### src/design/srv_pkg.sv
/*
  Package for the servo ramp, speed flag and holding brake block: register
  indices, reset values, field positions, limits and timing constants.
  Assumes a single 200 MHz clock and APB access with 32-bit data.
*/
// What this block does
// - stop mode 0 dynamic brake, 1 coast, 2 dynamic brake then coast.
// - limit alarms decelerate with own limit time; 1 ms stops instantly.
// - accel time ms from zero to rated speed, 1..65500, default 200.
// - decel time ms from rated speed to zero, 1..65500.
// - zero s-curve time disables only smoothing; ramp times still act.
// - analog speed source clamps ramp times to 20000, s-curve to 10000.
// - total ramp durations are ramp time plus s-curve time.
// - s-curve time smooths ramps, 0..65500 ms, default 0.
// - zero speed flag while speed at or below range, 0.1 rpm units.
// - target speed flag while absolute speed at or above setting.
// - analog speed equals voltage times full scale over ten volts.
// - analog torque percent equals voltage times full scale over ten.
// - speed scale gives a command in speed mode, limit in torque mode.
// - torque scale gives a command in torque mode, limit otherwise.
// - brake release output rises on-delay ms after enable.
// - brake release output falls off-delay ms after disable, signed; the code treats a negative value as zero on any disable.
// - stop mode applies on servo off, drive alarm and operational stop, not on limit alarms.
// - speed inside zero range before off-delay expiry engages brake now.
// - off-delay expiry engages brake whatever the speed.
// - alarm or operational stop treats negative off-delay as zero.
`default_nettype none
package srv_pkg;
  // register indices; byte address is four times the index
  localparam logic [15:0] IDX_ACCEL = 16'h0144;
  localparam logic [15:0] IDX_DECEL = 16'h0146;
  localparam logic [15:0] IDX_SCURVE = 16'h0148;
  localparam logic [15:0] IDX_INERTIA = 16'h014A;
  localparam logic [15:0] IDX_ZERO_SPEED_FLAG = 16'h014C;
  localparam logic [15:0] IDX_TARGET_SPEED_FLAG = 16'h014E;
  localparam logic [15:0] IDX_VSCALE = 16'h0150;
  localparam logic [15:0] IDX_TSCALE = 16'h0152;
  localparam logic [15:0] IDX_BRK_ON = 16'h0154;
  localparam logic [15:0] IDX_BRK_OFF = 16'h0156;
  localparam logic [15:0] IDX_CTRL = 16'h0170;
  localparam logic [15:0] IDX_LIM_DEC = 16'h0171;
  localparam logic [15:0] IDX_SPD_SET = 16'h0172;
  localparam logic [15:0] IDX_STATUS = 16'h0173;
  // reset values
  localparam logic [15:0] RST_ACCEL = 16'h00C8;
  localparam logic [15:0] RST_DECEL = 16'h00C8;
  localparam logic [15:0] RST_SCURVE = 16'h0000;
  localparam logic [15:0] RST_INERTIA = 16'h000A;
  localparam logic [15:0] RST_ZERO_SPEED_FLAG = 16'h0064;
  localparam logic [15:0] RST_TARGET_SPEED_FLAG = 16'h0BB8;
  localparam logic [15:0] RST_VSCALE = 16'h2711;
  localparam logic [15:0] RST_TSCALE = 16'h0064;
  localparam logic [15:0] RST_BRK = 16'h0000;
  localparam logic [15:0] RST_LIM_DEC = 16'h0001;
  // control field positions
  localparam int CTRL_SERVO_ON = 0;
  localparam int CTRL_ANALOG = 1;
  localparam int CTRL_MODE_LO = 2;
  localparam int CTRL_STOP_LO = 4;
  // limits
  localparam logic [15:0] ANA_RAMP_MAX = 16'h4E20;   // 20000 ms
  localparam logic [15:0] ANA_SCURVE_MAX = 16'h2710; // 10000 ms
  localparam logic [15:0] FULL_SCALE_MV = 16'h2710;  // 10 V in mV
  localparam logic [15:0] INSTANT_MS = 16'h0001;
  localparam int ZERO_SPEED_FLAG_PER_RPM = 10;                   // 0.1 rpm units
  localparam int FRAC_BITS = 16;
  // timing
  localparam int CLK_PERIOD_PS = 5000;
  localparam int TICK_TIME_PS = 1000000000;           // 1 ms
  localparam int TICK_CYCLES = TICK_TIME_PS / CLK_PERIOD_PS;
  typedef enum logic [1:0] {
    SRV_POS_PT, SRV_POS_PR, SRV_SPEED, SRV_TORQUE
  } srv_mode_type;
  typedef enum logic [1:0] {
    SRV_STOP_DYN, SRV_STOP_COAST, SRV_STOP_DYN_COAST, SRV_STOP_RSVD
  } srv_stop_type;
  typedef struct packed {
    logic [1:0] stop_mode;
    logic [1:0] ctrl_mode;
    logic analog_src;
    logic servo_on;
  } srv_ctrl_type;
  typedef struct packed {
    logic enabled;
    logic coast;
    logic dyn_brake;
    logic brake_release;
    logic target_speed_flag;
    logic zero_speed_flag;
  } srv_stat_type;
endpackage : srv_pkg
`default_nettype wire

### src/design/srv_ramp_brake.sv
/*
  Speed ramp generator with s-curve smoothing, zero and target speed flags,
  analog command scaling, stop mode selection and holding brake timing.
  Assumes an APB master on ref_clk, motor speed and analog input from
  logic on the same clock, and alarm pins from outside the clock domain.
*/
`default_nettype none
module srv_ramp_brake
  import srv_pkg::*;
#(
  parameter int TICK_CYC = srv_pkg::TICK_CYCLES, // cycles per ms tick
  parameter int RATED_RPM = 3000                 // rated motor speed
) (
  input wire logic ref_clk,                  // system clock
  input wire logic rst_n,                    // async reset, low active
  input wire logic clk_en,                   // freezes all state when low
  input wire logic psel,                     // apb select
  input wire logic penable,                  // apb enable
  input wire logic pwrite,                   // apb direction
  input wire logic [31:0] paddr,             // apb byte address
  input wire logic [31:0] pwdata,            // apb write data
  output logic [31:0] prdata,                // apb read data
  output logic pready,                       // apb ready
  output logic pslverr,                      // apb error, unmapped
  input wire logic signed [15:0] motor_rpm,  // measured speed, rpm
  input wire logic signed [15:0] analog_mv,  // analog input, mV
  input wire logic alarm_pin,                // drive alarm
  input wire logic op_stop_pin,              // operational stop
  input wire logic rev_limit_pin,            // reverse limit alarm
  input wire logic fwd_limit_pin,            // forward limit alarm
  output logic signed [15:0] speed_cmd,      // ramped speed, rpm
  output logic signed [15:0] ana_speed,      // scaled analog speed
  output logic ana_speed_is_limit,           // ana_speed is a limit
  output logic signed [15:0] ana_torque,     // scaled analog torque %
  output logic ana_torque_is_limit,          // ana_torque is a limit
  output srv_pkg::srv_stat_type stat         // flags and brake outputs
);
  import srv_pkg::*;

  // ****************************************
  // register file
  // ****************************************
  logic [15:0] accel_q, decel_q, scurve_q, inertia_q, zero_speed_flag_q, target_speed_flag_q;
  logic [15:0] vscale_q, tscale_q, brk_on_q, brk_off_q, lim_dec_q;
  logic signed [15:0] spd_set_q;
  srv_ctrl_type ctrl_q;
  srv_stat_type stat_q;
  logic [15:0] idx;
  logic acc_ok, wr_en;
  logic signed [31:0] cmd_q;

  assign idx = paddr[17:2];
  assign acc_ok = (paddr[31:18] == 14'h0000) && (paddr[1:0] == 2'h0);
  assign wr_en = psel && penable && pwrite && clk_en;
  assign pready = 1'b1;

  // decode a mapped index
  function automatic logic mapped(input logic [15:0] i);
    case (i)
      IDX_ACCEL, IDX_DECEL, IDX_SCURVE, IDX_INERTIA, IDX_ZERO_SPEED_FLAG, IDX_TARGET_SPEED_FLAG,
      IDX_VSCALE, IDX_TSCALE, IDX_BRK_ON, IDX_BRK_OFF, IDX_CTRL,
      IDX_LIM_DEC, IDX_SPD_SET, IDX_STATUS: mapped = 1'b1;
      default: mapped = 1'b0;
    endcase
  endfunction : mapped

  // error answer for unmapped or misaligned access
  assign pslverr = psel && penable && !(acc_ok && mapped(idx));

  // software writes, zero wait state
  always_ff @(posedge ref_clk or negedge rst_n) begin
    if (!rst_n) begin
      accel_q <= RST_ACCEL;
      decel_q <= RST_DECEL;
      scurve_q <= RST_SCURVE;
      inertia_q <= RST_INERTIA;
      zero_speed_flag_q <= RST_ZERO_SPEED_FLAG;
      target_speed_flag_q <= RST_TARGET_SPEED_FLAG;
      vscale_q <= RST_VSCALE;
      tscale_q <= RST_TSCALE;
      brk_on_q <= RST_BRK;
      brk_off_q <= RST_BRK;
      lim_dec_q <= RST_LIM_DEC;
      spd_set_q <= '0;
      ctrl_q <= '0;
    end else if (wr_en && acc_ok) begin
      case (idx)
        IDX_ACCEL: accel_q <= pwdata[15:0];
        IDX_DECEL: decel_q <= pwdata[15:0];
        IDX_SCURVE: scurve_q <= pwdata[15:0];
        IDX_INERTIA: inertia_q <= pwdata[15:0];
        IDX_ZERO_SPEED_FLAG: zero_speed_flag_q <= pwdata[15:0];
        IDX_TARGET_SPEED_FLAG: target_speed_flag_q <= pwdata[15:0];
        IDX_VSCALE: vscale_q <= pwdata[15:0];
        IDX_TSCALE: tscale_q <= pwdata[15:0];
        IDX_BRK_ON: brk_on_q <= pwdata[15:0];
        IDX_BRK_OFF: brk_off_q <= pwdata[15:0];
        IDX_LIM_DEC: lim_dec_q <= pwdata[15:0];
        IDX_SPD_SET: spd_set_q <= pwdata[15:0];
        IDX_CTRL: ctrl_q <= pwdata[CTRL_STOP_LO+1:0];
        default: ;
      endcase
    end
  end

  // read mux, reserved bits read zero
  always_comb begin
    prdata = '0;
    if (acc_ok) begin
      case (idx)
        IDX_ACCEL: prdata[15:0] = accel_q;
        IDX_DECEL: prdata[15:0] = decel_q;
        IDX_SCURVE: prdata[15:0] = scurve_q;
        IDX_INERTIA: prdata[15:0] = inertia_q;
        IDX_ZERO_SPEED_FLAG: prdata[15:0] = zero_speed_flag_q;
        IDX_TARGET_SPEED_FLAG: prdata[15:0] = target_speed_flag_q;
        IDX_VSCALE: prdata[15:0] = vscale_q;
        IDX_TSCALE: prdata[15:0] = tscale_q;
        IDX_BRK_ON: prdata[15:0] = brk_on_q;
        IDX_BRK_OFF: prdata[15:0] = brk_off_q;
        IDX_LIM_DEC: prdata[15:0] = lim_dec_q;
        IDX_SPD_SET: prdata[15:0] = spd_set_q;
        IDX_CTRL: prdata[CTRL_STOP_LO+1:0] = ctrl_q;
        IDX_STATUS: prdata = {cmd_q[31:16], 10'h000, stat_q};
        default: prdata = '0;
      endcase
    end
  end

  // ****************************************
  // pin synchronisers and ms tick
  // ****************************************
  logic [3:0] s1_q, s2_q, s3_q, pins_q;
  logic [31:0] tick_cnt_q;
  logic tick;

  // three stages; a bit changes once stages two and three agree
  always_ff @(posedge ref_clk or negedge rst_n) begin
    if (!rst_n) begin
      s1_q <= '0;
      s2_q <= '0;
      s3_q <= '0;
      pins_q <= '0;
    end else if (clk_en) begin
      s1_q <= {fwd_limit_pin, rev_limit_pin, op_stop_pin, alarm_pin};
      s2_q <= s1_q;
      s3_q <= s2_q;
      pins_q <= (s2_q & s3_q) | (pins_q & (s2_q ^ s3_q));
    end
  end

  // millisecond tick divider
  always_ff @(posedge ref_clk or negedge rst_n) begin
    if (!rst_n) begin
      tick_cnt_q <= '0;
    end else if (clk_en) begin
      tick_cnt_q <= tick ? '0 : tick_cnt_q + 32'h0000_0001;
    end
  end
  assign tick = clk_en && (tick_cnt_q == 32'(TICK_CYC - 1));

  logic alarm_stop, limit_hit, drv_en;
  assign alarm_stop = pins_q[0] || pins_q[1];
  assign limit_hit = pins_q[2] || pins_q[3];
  assign drv_en = ctrl_q.servo_on && !alarm_stop;

  // ****************************************
  // analog scaling
  // ****************************************
  logic signed [35:0] ana_spd_w, ana_trq_w;
  srv_mode_type mode;
  assign mode = srv_mode_type'(ctrl_q.ctrl_mode);

  // value = volts * full scale / 10 V
  assign ana_spd_w = (36'(analog_mv) * $signed({1'b0, vscale_q}))
                     / $signed({20'h00000, FULL_SCALE_MV});
  assign ana_trq_w = (36'(analog_mv) * $signed({1'b0, tscale_q}))
                     / $signed({20'h00000, FULL_SCALE_MV});

  // command or limit by control mode
  always_ff @(posedge ref_clk or negedge rst_n) begin
    if (!rst_n) begin
      ana_speed <= '0;
      ana_torque <= '0;
      ana_speed_is_limit <= 1'b0;
      ana_torque_is_limit <= 1'b1;
    end else if (clk_en) begin
      ana_speed <= ana_spd_w[15:0];
      ana_torque <= ana_trq_w[15:0];
      ana_speed_is_limit <= (mode == SRV_TORQUE);
      ana_torque_is_limit <= (mode != SRV_TORQUE);
    end
  end

  // ****************************************
  // ramp generator
  // ****************************************
  logic [15:0] acc_eff, dec_eff, sc_eff, time_act;
  logic signed [31:0] tgt_fx, err, rate_q, step_max, jerk, rate_n;
  logic accelerating;

  // clamp ramp and s-curve times under analog source
  always_comb begin
    acc_eff = accel_q;
    dec_eff = decel_q;
    sc_eff = scurve_q;
    if (ctrl_q.analog_src) begin
      if (accel_q > ANA_RAMP_MAX) acc_eff = ANA_RAMP_MAX;
      if (decel_q > ANA_RAMP_MAX) dec_eff = ANA_RAMP_MAX;
      if (scurve_q > ANA_SCURVE_MAX) sc_eff = ANA_SCURVE_MAX;
    end
  end

  // target: zero on limit alarm or while disabled, else analog or register speed
  assign tgt_fx = (limit_hit || !drv_en) ? 32'sh0 :
                  (ctrl_q.analog_src ? {ana_speed, 16'h0000}
                                     : {spd_set_q, 16'h0000});
  assign err = tgt_fx - cmd_q;
  assign accelerating = (tgt_fx >= 0) ? (cmd_q >= 0 && err > 0)
                                      : (cmd_q <= 0 && err < 0);
  // limit, accel or decel time; zero treated as one ms
  assign time_act = limit_hit ? lim_dec_q
                    : (accelerating ? acc_eff : dec_eff);
  assign step_max = (32'(RATED_RPM) <<< FRAC_BITS)
                    / $signed({16'h0000, (time_act == 16'h0000)
                                         ? INSTANT_MS : time_act});
  // jerk builds the step over twice the s-curve time, so the
  // abrupt landing still gives a total of ramp time plus s-curve time
  assign jerk = (sc_eff == 16'h0000) ? step_max
                : step_max / $signed({15'h0000, sc_eff, 1'b0});
  // step grows by jerk each tick up to the full step
  assign rate_n = (rate_q + jerk > step_max) ? step_max : rate_q + jerk;

  // one step per ms tick toward the target
  always_ff @(posedge ref_clk or negedge rst_n) begin
    if (!rst_n) begin
      cmd_q <= '0;
      rate_q <= '0;
    end else if (tick) begin
      if (limit_hit && lim_dec_q == INSTANT_MS) begin
        cmd_q <= '0;
        rate_q <= '0;
      end else if ((err >= 0 ? err : -err) <= rate_n) begin
        cmd_q <= tgt_fx;
        rate_q <= '0;
      end else begin
        cmd_q <= (err > 0) ? cmd_q + rate_n : cmd_q - rate_n;
        rate_q <= rate_n;
      end
    end
  end
  assign speed_cmd = cmd_q[31:16];

  // ****************************************
  // speed flags
  // ****************************************
  logic [16:0] abs_rpm;
  logic [20:0] abs_dec;
  assign abs_rpm = (motor_rpm < 0) ? 17'(-33'(motor_rpm))
                                   : 17'(motor_rpm);
  assign abs_dec = 21'(abs_rpm * 21'(ZERO_SPEED_FLAG_PER_RPM));

  always_ff @(posedge ref_clk or negedge rst_n) begin
    if (!rst_n) begin
      stat_q.zero_speed_flag <= 1'b1;
      stat_q.target_speed_flag <= 1'b0;
    end else if (clk_en) begin
      stat_q.zero_speed_flag <= (abs_dec <= {5'h00, zero_speed_flag_q});
      stat_q.target_speed_flag <= (abs_rpm >= {1'b0, target_speed_flag_q});
    end
  end

  // ****************************************
  // stop mode
  // ****************************************
  srv_stop_type stop;
  assign stop = srv_stop_type'(ctrl_q.stop_mode);

  // braking method once disabled or alarmed
  always_ff @(posedge ref_clk or negedge rst_n) begin
    if (!rst_n) begin
      stat_q.dyn_brake <= 1'b0;
      stat_q.coast <= 1'b1;
      stat_q.enabled <= 1'b0;
    end else if (clk_en) begin
      stat_q.enabled <= drv_en;
      if (drv_en) begin
        stat_q.dyn_brake <= 1'b0;
        stat_q.coast <= 1'b0;
      end else begin
        case (stop)
          SRV_STOP_DYN: begin
            stat_q.dyn_brake <= 1'b1;
            stat_q.coast <= 1'b0;
          end
          SRV_STOP_COAST: begin
            stat_q.dyn_brake <= 1'b0;
            stat_q.coast <= 1'b1;
          end
          SRV_STOP_DYN_COAST: begin
            stat_q.dyn_brake <= !stat_q.zero_speed_flag;
            stat_q.coast <= stat_q.zero_speed_flag;
          end
          default: begin
            stat_q.dyn_brake <= 1'b1;
            stat_q.coast <= 1'b0;
          end
        endcase
      end
    end
  end

  // ****************************************
  // holding brake timing
  // ****************************************
  logic [15:0] brk_cnt_q, off_eff;
  logic en_prev_q;
  assign off_eff = brk_off_q[15] ? 16'h0000 : brk_off_q;

  // whole ms counted from each enable or disable edge
  always_ff @(posedge ref_clk or negedge rst_n) begin
    if (!rst_n) begin
      brk_cnt_q <= '0;
      en_prev_q <= 1'b0;
      stat_q.brake_release <= 1'b0;
    end else if (clk_en) begin
      en_prev_q <= drv_en;
      if (drv_en != en_prev_q) begin
        brk_cnt_q <= '0;
      end else if (tick) begin
        if (drv_en && !stat_q.brake_release) begin
          if (brk_cnt_q >= brk_on_q) stat_q.brake_release <= 1'b1;
          else brk_cnt_q <= brk_cnt_q + 16'h0001;
        end else if (!drv_en && stat_q.brake_release) begin
          if (brk_cnt_q >= off_eff || stat_q.zero_speed_flag)
            stat_q.brake_release <= 1'b0;
          else brk_cnt_q <= brk_cnt_q + 16'h0001;
        end
      end
    end
  end
  assign stat = stat_q;
endmodule : srv_ramp_brake
`default_nettype wire

### config.mk
export PLATFORM = sky130hd
export DESIGN_NAME = srv_ramp_brake
export DESIGN_NICKNAME = d
export VERILOG_FILES = /design/src/design/srv_pkg.sv /design/src/design/srv_ramp_brake.sv
export SDC_FILE = /design/constraint.sdc
export NUM_CORES = 2
export LEC_CHECK = 0
export BUFFER_PORTS_ARGS = -buffer_cell sky130_fd_sc_hd__buf_4
export CORE_MARGIN = 5
export CORE_UTILIZATION = 55
export CTS_CLUSTER_SIZE = 30
export DETAILED_ROUTE_END_ITERATION = 10
export GPL_TIMING_DRIVEN = 0
export PLACE_DENSITY_LB_ADDON = 0.3
export SLEW_MARGIN = 10
export SYNTH_ARGS = -nofsm -noshare
export SYNTH_HDL_FRONTEND = slang
export SYNTH_SLANG_ARGS = --single-unit
### constraint.sdc
create_clock -name ref_clk -period 159 [get_ports ref_clk]
set_input_delay 31.8 -clock ref_clk [delete_from_list [all_inputs] [get_ports ref_clk]]
set_output_delay 31.8 -clock ref_clk [all_outputs]
set_load 0.05 [all_outputs]
# --- Yosys cells after proc, flatten, opt, wreduce, memory -nomap -nowiden ---
# Index checks and enable logic that the tools add are counted.
op_classes:
  muxes: 40
  bitwise: 5
  add_sub_neg: 8
  div_mod_pow: 4
  n_lt_le_gt_ge: 16
  n_mul: 3
  eq_ne: 24
  reduce_logical: 47
op_table:
  columns: ["op", "count"]
  rows:
  - ["$mux W32", 12]
  - ["$mux W16", 16]
  - ["$eq A16 B9 Y1 const B", 14]
  - ["$pmux W10 S12", 1]
  - ["$ge A32 B1 Y1 const B", 3]
  - ["$pmux W6 S14", 1]
  - ["$div A36 B15 Y36 const B", 2]
  - ["$mul A16 B17 Y33", 2]
  - ["$add A32 B32 Y32", 2]
  - ["$sub A32 B32 Y32", 2]
  - ["$add A32 B1 Y32 const B", 1]
  - ["$div A29 B17 Y32 const A", 1]
  - ["$div A32 B18 Y32", 1]
  - ["$eq A32 B18 Y1 const B", 1]
  - ["$gt A16 B15 Y1 const B", 2]
  - ["$gt A32 B1 Y1 const B", 1]
  - ["$gt A32 B32 Y1", 1]
  - ["$le A32 B1 Y1 const B", 1]
  - ["$le A32 B32 Y1", 1]
  - ["$logic_not A16 Y1", 2]
  - ["$lt A32 B1 Y1 const B", 1]
  - ["$neg A32 Y32", 1]
  - ["$reduce_and A2 Y1", 13]
  - ["$le A21 B16 Y1", 1]
  - ["34 further kinds", 64]
word_totals:
  elab_cells: 181
  register_bits: 366
  out_inout_bits: 90
  input_bits: 106

# --- Longest topological paths before layout ---
logic_depth:
  word_depth: 24
  mapped_depth: 663
  mapped_depth_nobuf: 607

# --- Worst setup path before layout ---
# Ideal clock, no wire load.
synth_timing:
  path_kind: "reg-to-reg"
  start: "register ctrl_q[0] (netlist bit)"
  end: "register cmd_q[31]"
  required_time_ns: 158.874
  path_buffers: 67
  period_less_slack_ns: 120.157
  setup_ns: 0.126
  slack_ns: 38.843
  arrival_ns: 120.031
  stages_incl_launch_ff: 638
  path_cell_list: "dfrtp_1 > nor3b_2 > nand2_1 > clkbuf_8 > clkbuf_1 > buf_1 > nor2_1 > ha_1 > a41o_1 > a21oi_1 > maj3_2 > o22ai_2 > a21oi_2 > a211oi_1 > nor2_2 > o31ai_4 > xnor2_2 > and3_1 > [602 not listed] > a21oi_1 > o21bai_1 > a21oi_1 > o21bai_1 > a21oi_1 > o21bai_1 > a21oi_1 > o21bai_1 > a21o_1 > a21o_1 > a21o_1 > a21o_1 > a21o_1 > a21oi_1 > xor2_1 > xnor2_1 > xnor2_1 > o21ai_1"
synth_via:
  elab_chain_cells: 22
  word_cells_on_any_way: 30
  cone_classes: "5 x add/sub; 2 x div; 6 x order compare; 11 x mux; 6 x reduce/logical"
synth_lines:
  columns: ["item", "line", "rtl"]
  rows:
  - ["start: declaration", "srv_ramp_brake.sv:46", "srv_ctrl_type ctrl_q;"]
  - ["start signal: assignment", "srv_ramp_brake.sv:100", "IDX_CTRL: ctrl_q <= pwdata[CTRL_STOP_LO+1:0];"]
  - ["$logic_and A1 B1 Y1 *", "srv_ramp_brake.sv:165", "assign drv_en = ctrl_q.servo_on && !alarm_stop;"]
  - ["net drv_en", "srv_ramp_brake.sv:162", "logic alarm_stop, limit_hit, drv_en;"]
  - ["$logic_not A1 Y1 *", "srv_ramp_brake.sv:215", "assign tgt_fx = (limit_hit || !drv_en) ? 32'sh0 :"]
  - ["$logic_or A1 B1 Y1 *", "srv_ramp_brake.sv:215", null]
  - ["$mux W32 *", "srv_ramp_brake.sv:215", null]
  - ["$sub A32 B32 Y32", "srv_ramp_brake.sv:218", "assign err = tgt_fx - cmd_q;"]
  - ["$lt A32 B1 Y1 / $gt A32 B1 Y1 (equally long branches)", "srv_ramp_brake.sv:220, srv_ramp_brake.sv:219, srv_ramp_brake.sv:247", null]
  - ["$logic_and A1 B1 Y1 (on tied branches)", "srv_ramp_brake.sv:220, srv_ramp_brake.sv:219", null]
  - ["[7 not listed]", null, null]
  - ["$mux W32", "srv_ramp_brake.sv:229", "assign jerk = (sc_eff == 16'h0000) ? step_max"]
  - ["$add A32 B32 Y32", "srv_ramp_brake.sv:232", "assign rate_n = (rate_q + jerk > step_max) ? step_max : rate_q + jerk;"]
  - ["$gt A32 B32 Y1", "srv_ramp_brake.sv:232", null]
  - ["$mux W32", "srv_ramp_brake.sv:232", null]
  - ["$sub A32 B32 Y32 / $add A32 B32 Y32 (equally long branches)", "srv_ramp_brake.sv:247", "cmd_q <= (err > 0) ? cmd_q + rate_n : cmd_q - rate_n;"]
  - ["$mux W32", "srv_ramp_brake.sv:247", null]
  - ["$mux W32 *", "srv_ramp_brake.sv:243", "end else if ((err >= 0 ? err : -err) <= rate_n) begin"]
  - ["$mux W32 *", "srv_ramp_brake.sv:240", "if (limit_hit && lim_dec_q == INSTANT_MS) begin"]
  - ["end signal: assignment", "srv_ramp_brake.sv:244", "cmd_q <= tgt_fx;"]
  - ["end signal: assignment", "srv_ramp_brake.sv:247", null]
  - ["end: declaration", "srv_ramp_brake.sv:50", "logic signed [31:0] cmd_q;"]
# Mark *: on every way through the listed nets, which the timed path passes. The rest lies on a longest branch.
# A chain may end at the register's enable or synchronous reset.

# --- Worst setup path after layout ---
layout_timing:
  start: "register ctrl_q[0] (netlist bit)"
  end: "register cmd_q[30]"
# The elaborated chain is that of the path after synthesis.

==> summary.txt <==
Outcome
  • Run status: complete, no violations

CTS
  • H-tree Lvls: 2
  • Hold buffer count at cts: 0
  • CTS buffer count: 43
  • Clk buf depth: 3
  • Root buf cell: clkbuf_16
  • Worst-path clk slew: 0.06 ns
  • Clk sinks: 366
  • Worst-Skew Late Latency: 0.66 ns
  • CTS tree: built

Critical path
  • CP max stage cell: xnor2_2
  • Critical Path Max Stage Delay: 0.69 ns
  • CP Max Fanout: 10
  • Kind of critical path: flop to flop
  • CP endpoint kind: flop
  • CP dominant cell by count: o21a_1
  • Kind of launch point of the worst setup path: flop
  • Data required, critical path: 159.51 ns
  • CP arrival: 149.40 ns

STA
  • Setup TNS: 0 ns
  • Worst Max-Slew Pin Slew: 1.353 ns
  • F_max: 6.716 MHz
  • Hold Vio Cnt, Final: 0
  • Slew Viols, Final: 0
  • Post-layout min period: 148.90 ns
  • RSZ-0062 raised after global routing: false
  • Final clock period utilization by the worst path: 0.9365
  • Worst slew margin: 0.09498
  • Final Skew: 0.02234 ns
  • Setup violators final: 0

Detailed routing
  • Via Count: 107640
  • DRT Pass-1 Iters: 9
  • Routed WL: 355000 um
  • Via/cell ratio: 6.455
  • DRC: 0
  • Average wire per standard cell: 21.29 um
  • Iteration-0 DRC Markers: 8841
  • Number of nets still failing antenna checks after routing: 0

Final layout
  • Most frequent cells in the layout: 1324 x nand2_1, 1217 x ha_1, 1066 x nor2_1
  • Area Overhead vs Synth: 6.475%
  • Nets: 15810
  • Fin util: 0.5880
  • Fillcell total: 18033
  • Largest regs: cmd_q (32), rate_q (32), tick_cnt_q (32)
  • Layout cells sized above 1: 0.1000
  • Leading cell type in the layout, fill and taps excluded: nand2_1

Yosys
  • Primary FF master, synth: dfrtp_1
  • Post-synth ARST share: 1.000
  • Post-Synthesis Cell Area: 106100 um2
  • Mapped Cells: 13839
  • Register area share after synthesis: 0.08667
  • Synth Register Bits: 366
  • Syn_area_per_cell: 7.669 um2
  • Synth unique cells: 194
  • Synthesis warning total: 0
  • Post-synth EDFFs: 0

Placement
  • Placer congestion estimate: 1.037
  • Port Buf Inserts: 177
  • Post-DP HPWL: 291300 um

Floorplan
  • Core footprint: 192200 um2
  • Die area: 201800 um2
  • Die extent in y: 449.3 um
  • IO Count: 196
  • FP Rows: 161
  • Initial Util: 0.5522
  • Die width: 449.3 um

Global route
  • First-pass GRT wire length: 556300 um
  • Vias in the first global route: 101649
  • Initial antenna violation count: 21
  • Total grt overflow: 0
  • GRT Overall Usage: 0.3351
  • Largest net degree at the start of global routing: 99

Worst hold path
  • Hold Crit Class: flop to flop

Flow run
  • Max-Cap Viols: 0
==> metal layers <==
layer  up-vias  wire length (um)  GRT usage  share of wire
li1      51467                 -          -              -
met1     50880            139800     0.4001           0.39
met2      4139            161900     0.5641           0.46
met3      1148             24740    0.04699          0.070
met4         6             28510     0.2175          0.080
met5         -                52          0        0.00015
==> critical path: cells and delay by family, from the launching register on <==
kind            cells  cell delay (ns)
compound gates    396            79.54
xor+xnor            4             1.39
fa+ha+maj          35            10.97
buf+inv            86            29.93
flops               1             0.43
mux                13             3.93
simple gates      103            22.16
==> worst paths after layout <==
| path | from | endpoint | slack [ns] | cells past startpoint |
|---|---|---|---|---|
| setup / recovery | ctrl_q[0] | cmd_q[30] | 10.10 | 637 |
| hold / removal | tick_cnt_q[4] | tick_cnt_q[4] | 0.48 | 1 |
| setup reg to reg | ctrl_q[0] | cmd_q[30] | 10.10 | 637 |
| hold reg to reg | tick_cnt_q[4] | tick_cnt_q[4] | 0.48 | 1 |
| max in group asynchronous | rst_n | target_speed_flag_q[3] | 125.78 | 5 |
| min in group asynchronous | rst_n | tick_cnt_q[23] | 31.10 | 1 |
==> cell families (layout without fill, tap and decap cells) <==
group / Yosys count / count (layout) / share of synthesized area
AO/OA/AOI/OAI: 4123 / 4123 / 0.2736
XOR/XNOR: 890 / 890 / 0.07483
adder cells (fa/ha/maj): 1636 / 1636 / 0.2199
buffers and inverters: 1392 / 1679 / 0.05605
flip-flops: 366 / 366 / 0.08667
multiplexers: 592 / 592 / 0.06106
other: 2 / 25 / 0.00007076
AND/OR/NAND/NOR: 4838 / 4838 / 0.2278
==> repair_timing <==
| action | CTS | global route |
|---|---|---|
| gates resized for setup | 0 | 13 |
| endpoints found under the setup margin | 0 | 18 |
| setup buffers | 0 | 7 |
==> stage by stage <==
step                hold slack [ns]  std cells  worst slack [ns]  area (um2)
finish                       0.4786      16675             10.10      113000
global placement             0.4561      16545             10.81      110600
floorplan                    0.4388      13842             38.84      106100
detailed placement           0.4628      16570             9.261      111400
global route                 0.4946      16662           0.05802      113000
CTS                          0.4746      16648             8.603      112800
==> cells in the mapped netlist (85+ instances only) <==
| master | number | area [um2] |
|---|---|---|
| nand2_1 | 1331 | 4996 |
| ha_1 | 1217 | 15230 |
| nor2_1 | 1072 | 4024 |
| a21oi_1 | 856 | 4284 |
| inv_1 | 852 | 3198 |
| o21ai_0 | 599 | 2998 |
| xnor2_1 | 585 | 5124 |
| nor3_1 | 552 | 2763 |
| o21a_1 | 456 | 3423 |
| mux2_2 | 416 | 4684 |
| fa_1 | 391 | 7828 |
| clkbuf_1 | 364 | 1366 |
| dfrtp_1 | 335 | 8383 |
| and2_1 | 321 | 2008 |
| a21o_1 | 320 | 2402 |
| nand3_1 | 308 | 1541 |
| xor2_1 | 290 | 2540 |
| o31ai_1 | 254 | 1907 |
| nand2b_1 | 238 | 1489 |
| mux2i_1 | 167 | 1672 |
| a31oi_1 | 155 | 969.7 |
| nand4_1 | 147 | 919.6 |
| o211ai_1 | 133 | 998.5 |
| nor2b_1 | 131 | 819.5 |
| a211oi_1 | 110 | 825.8 |
| and3_1 | 110 | 688.2 |
| o21ai_1 | 103 | 515.5 |
| or3_1 | 103 | 644.4 |
| nor4_1 | 85 | 531.8 |
==> area by class of cell <==
class                   count  area [um2]  share of cell area
clock inverters            19       201.4            0.001783
clock buffers              59        1226             0.01085
multi-input cells       12084       91250              0.8075
well taps                2526        3161             0.02797
inverters                 871        3271             0.02894
flip-flops and latches    366        9198             0.08140
diodes                     20       50.05           0.0004429
repair buffers            209        1957             0.01732
plain buffers             521        2685             0.02376
Power is not shown: default switching activity piles up to over one toggle a cycle in this logic, so the estimate is an artifact.
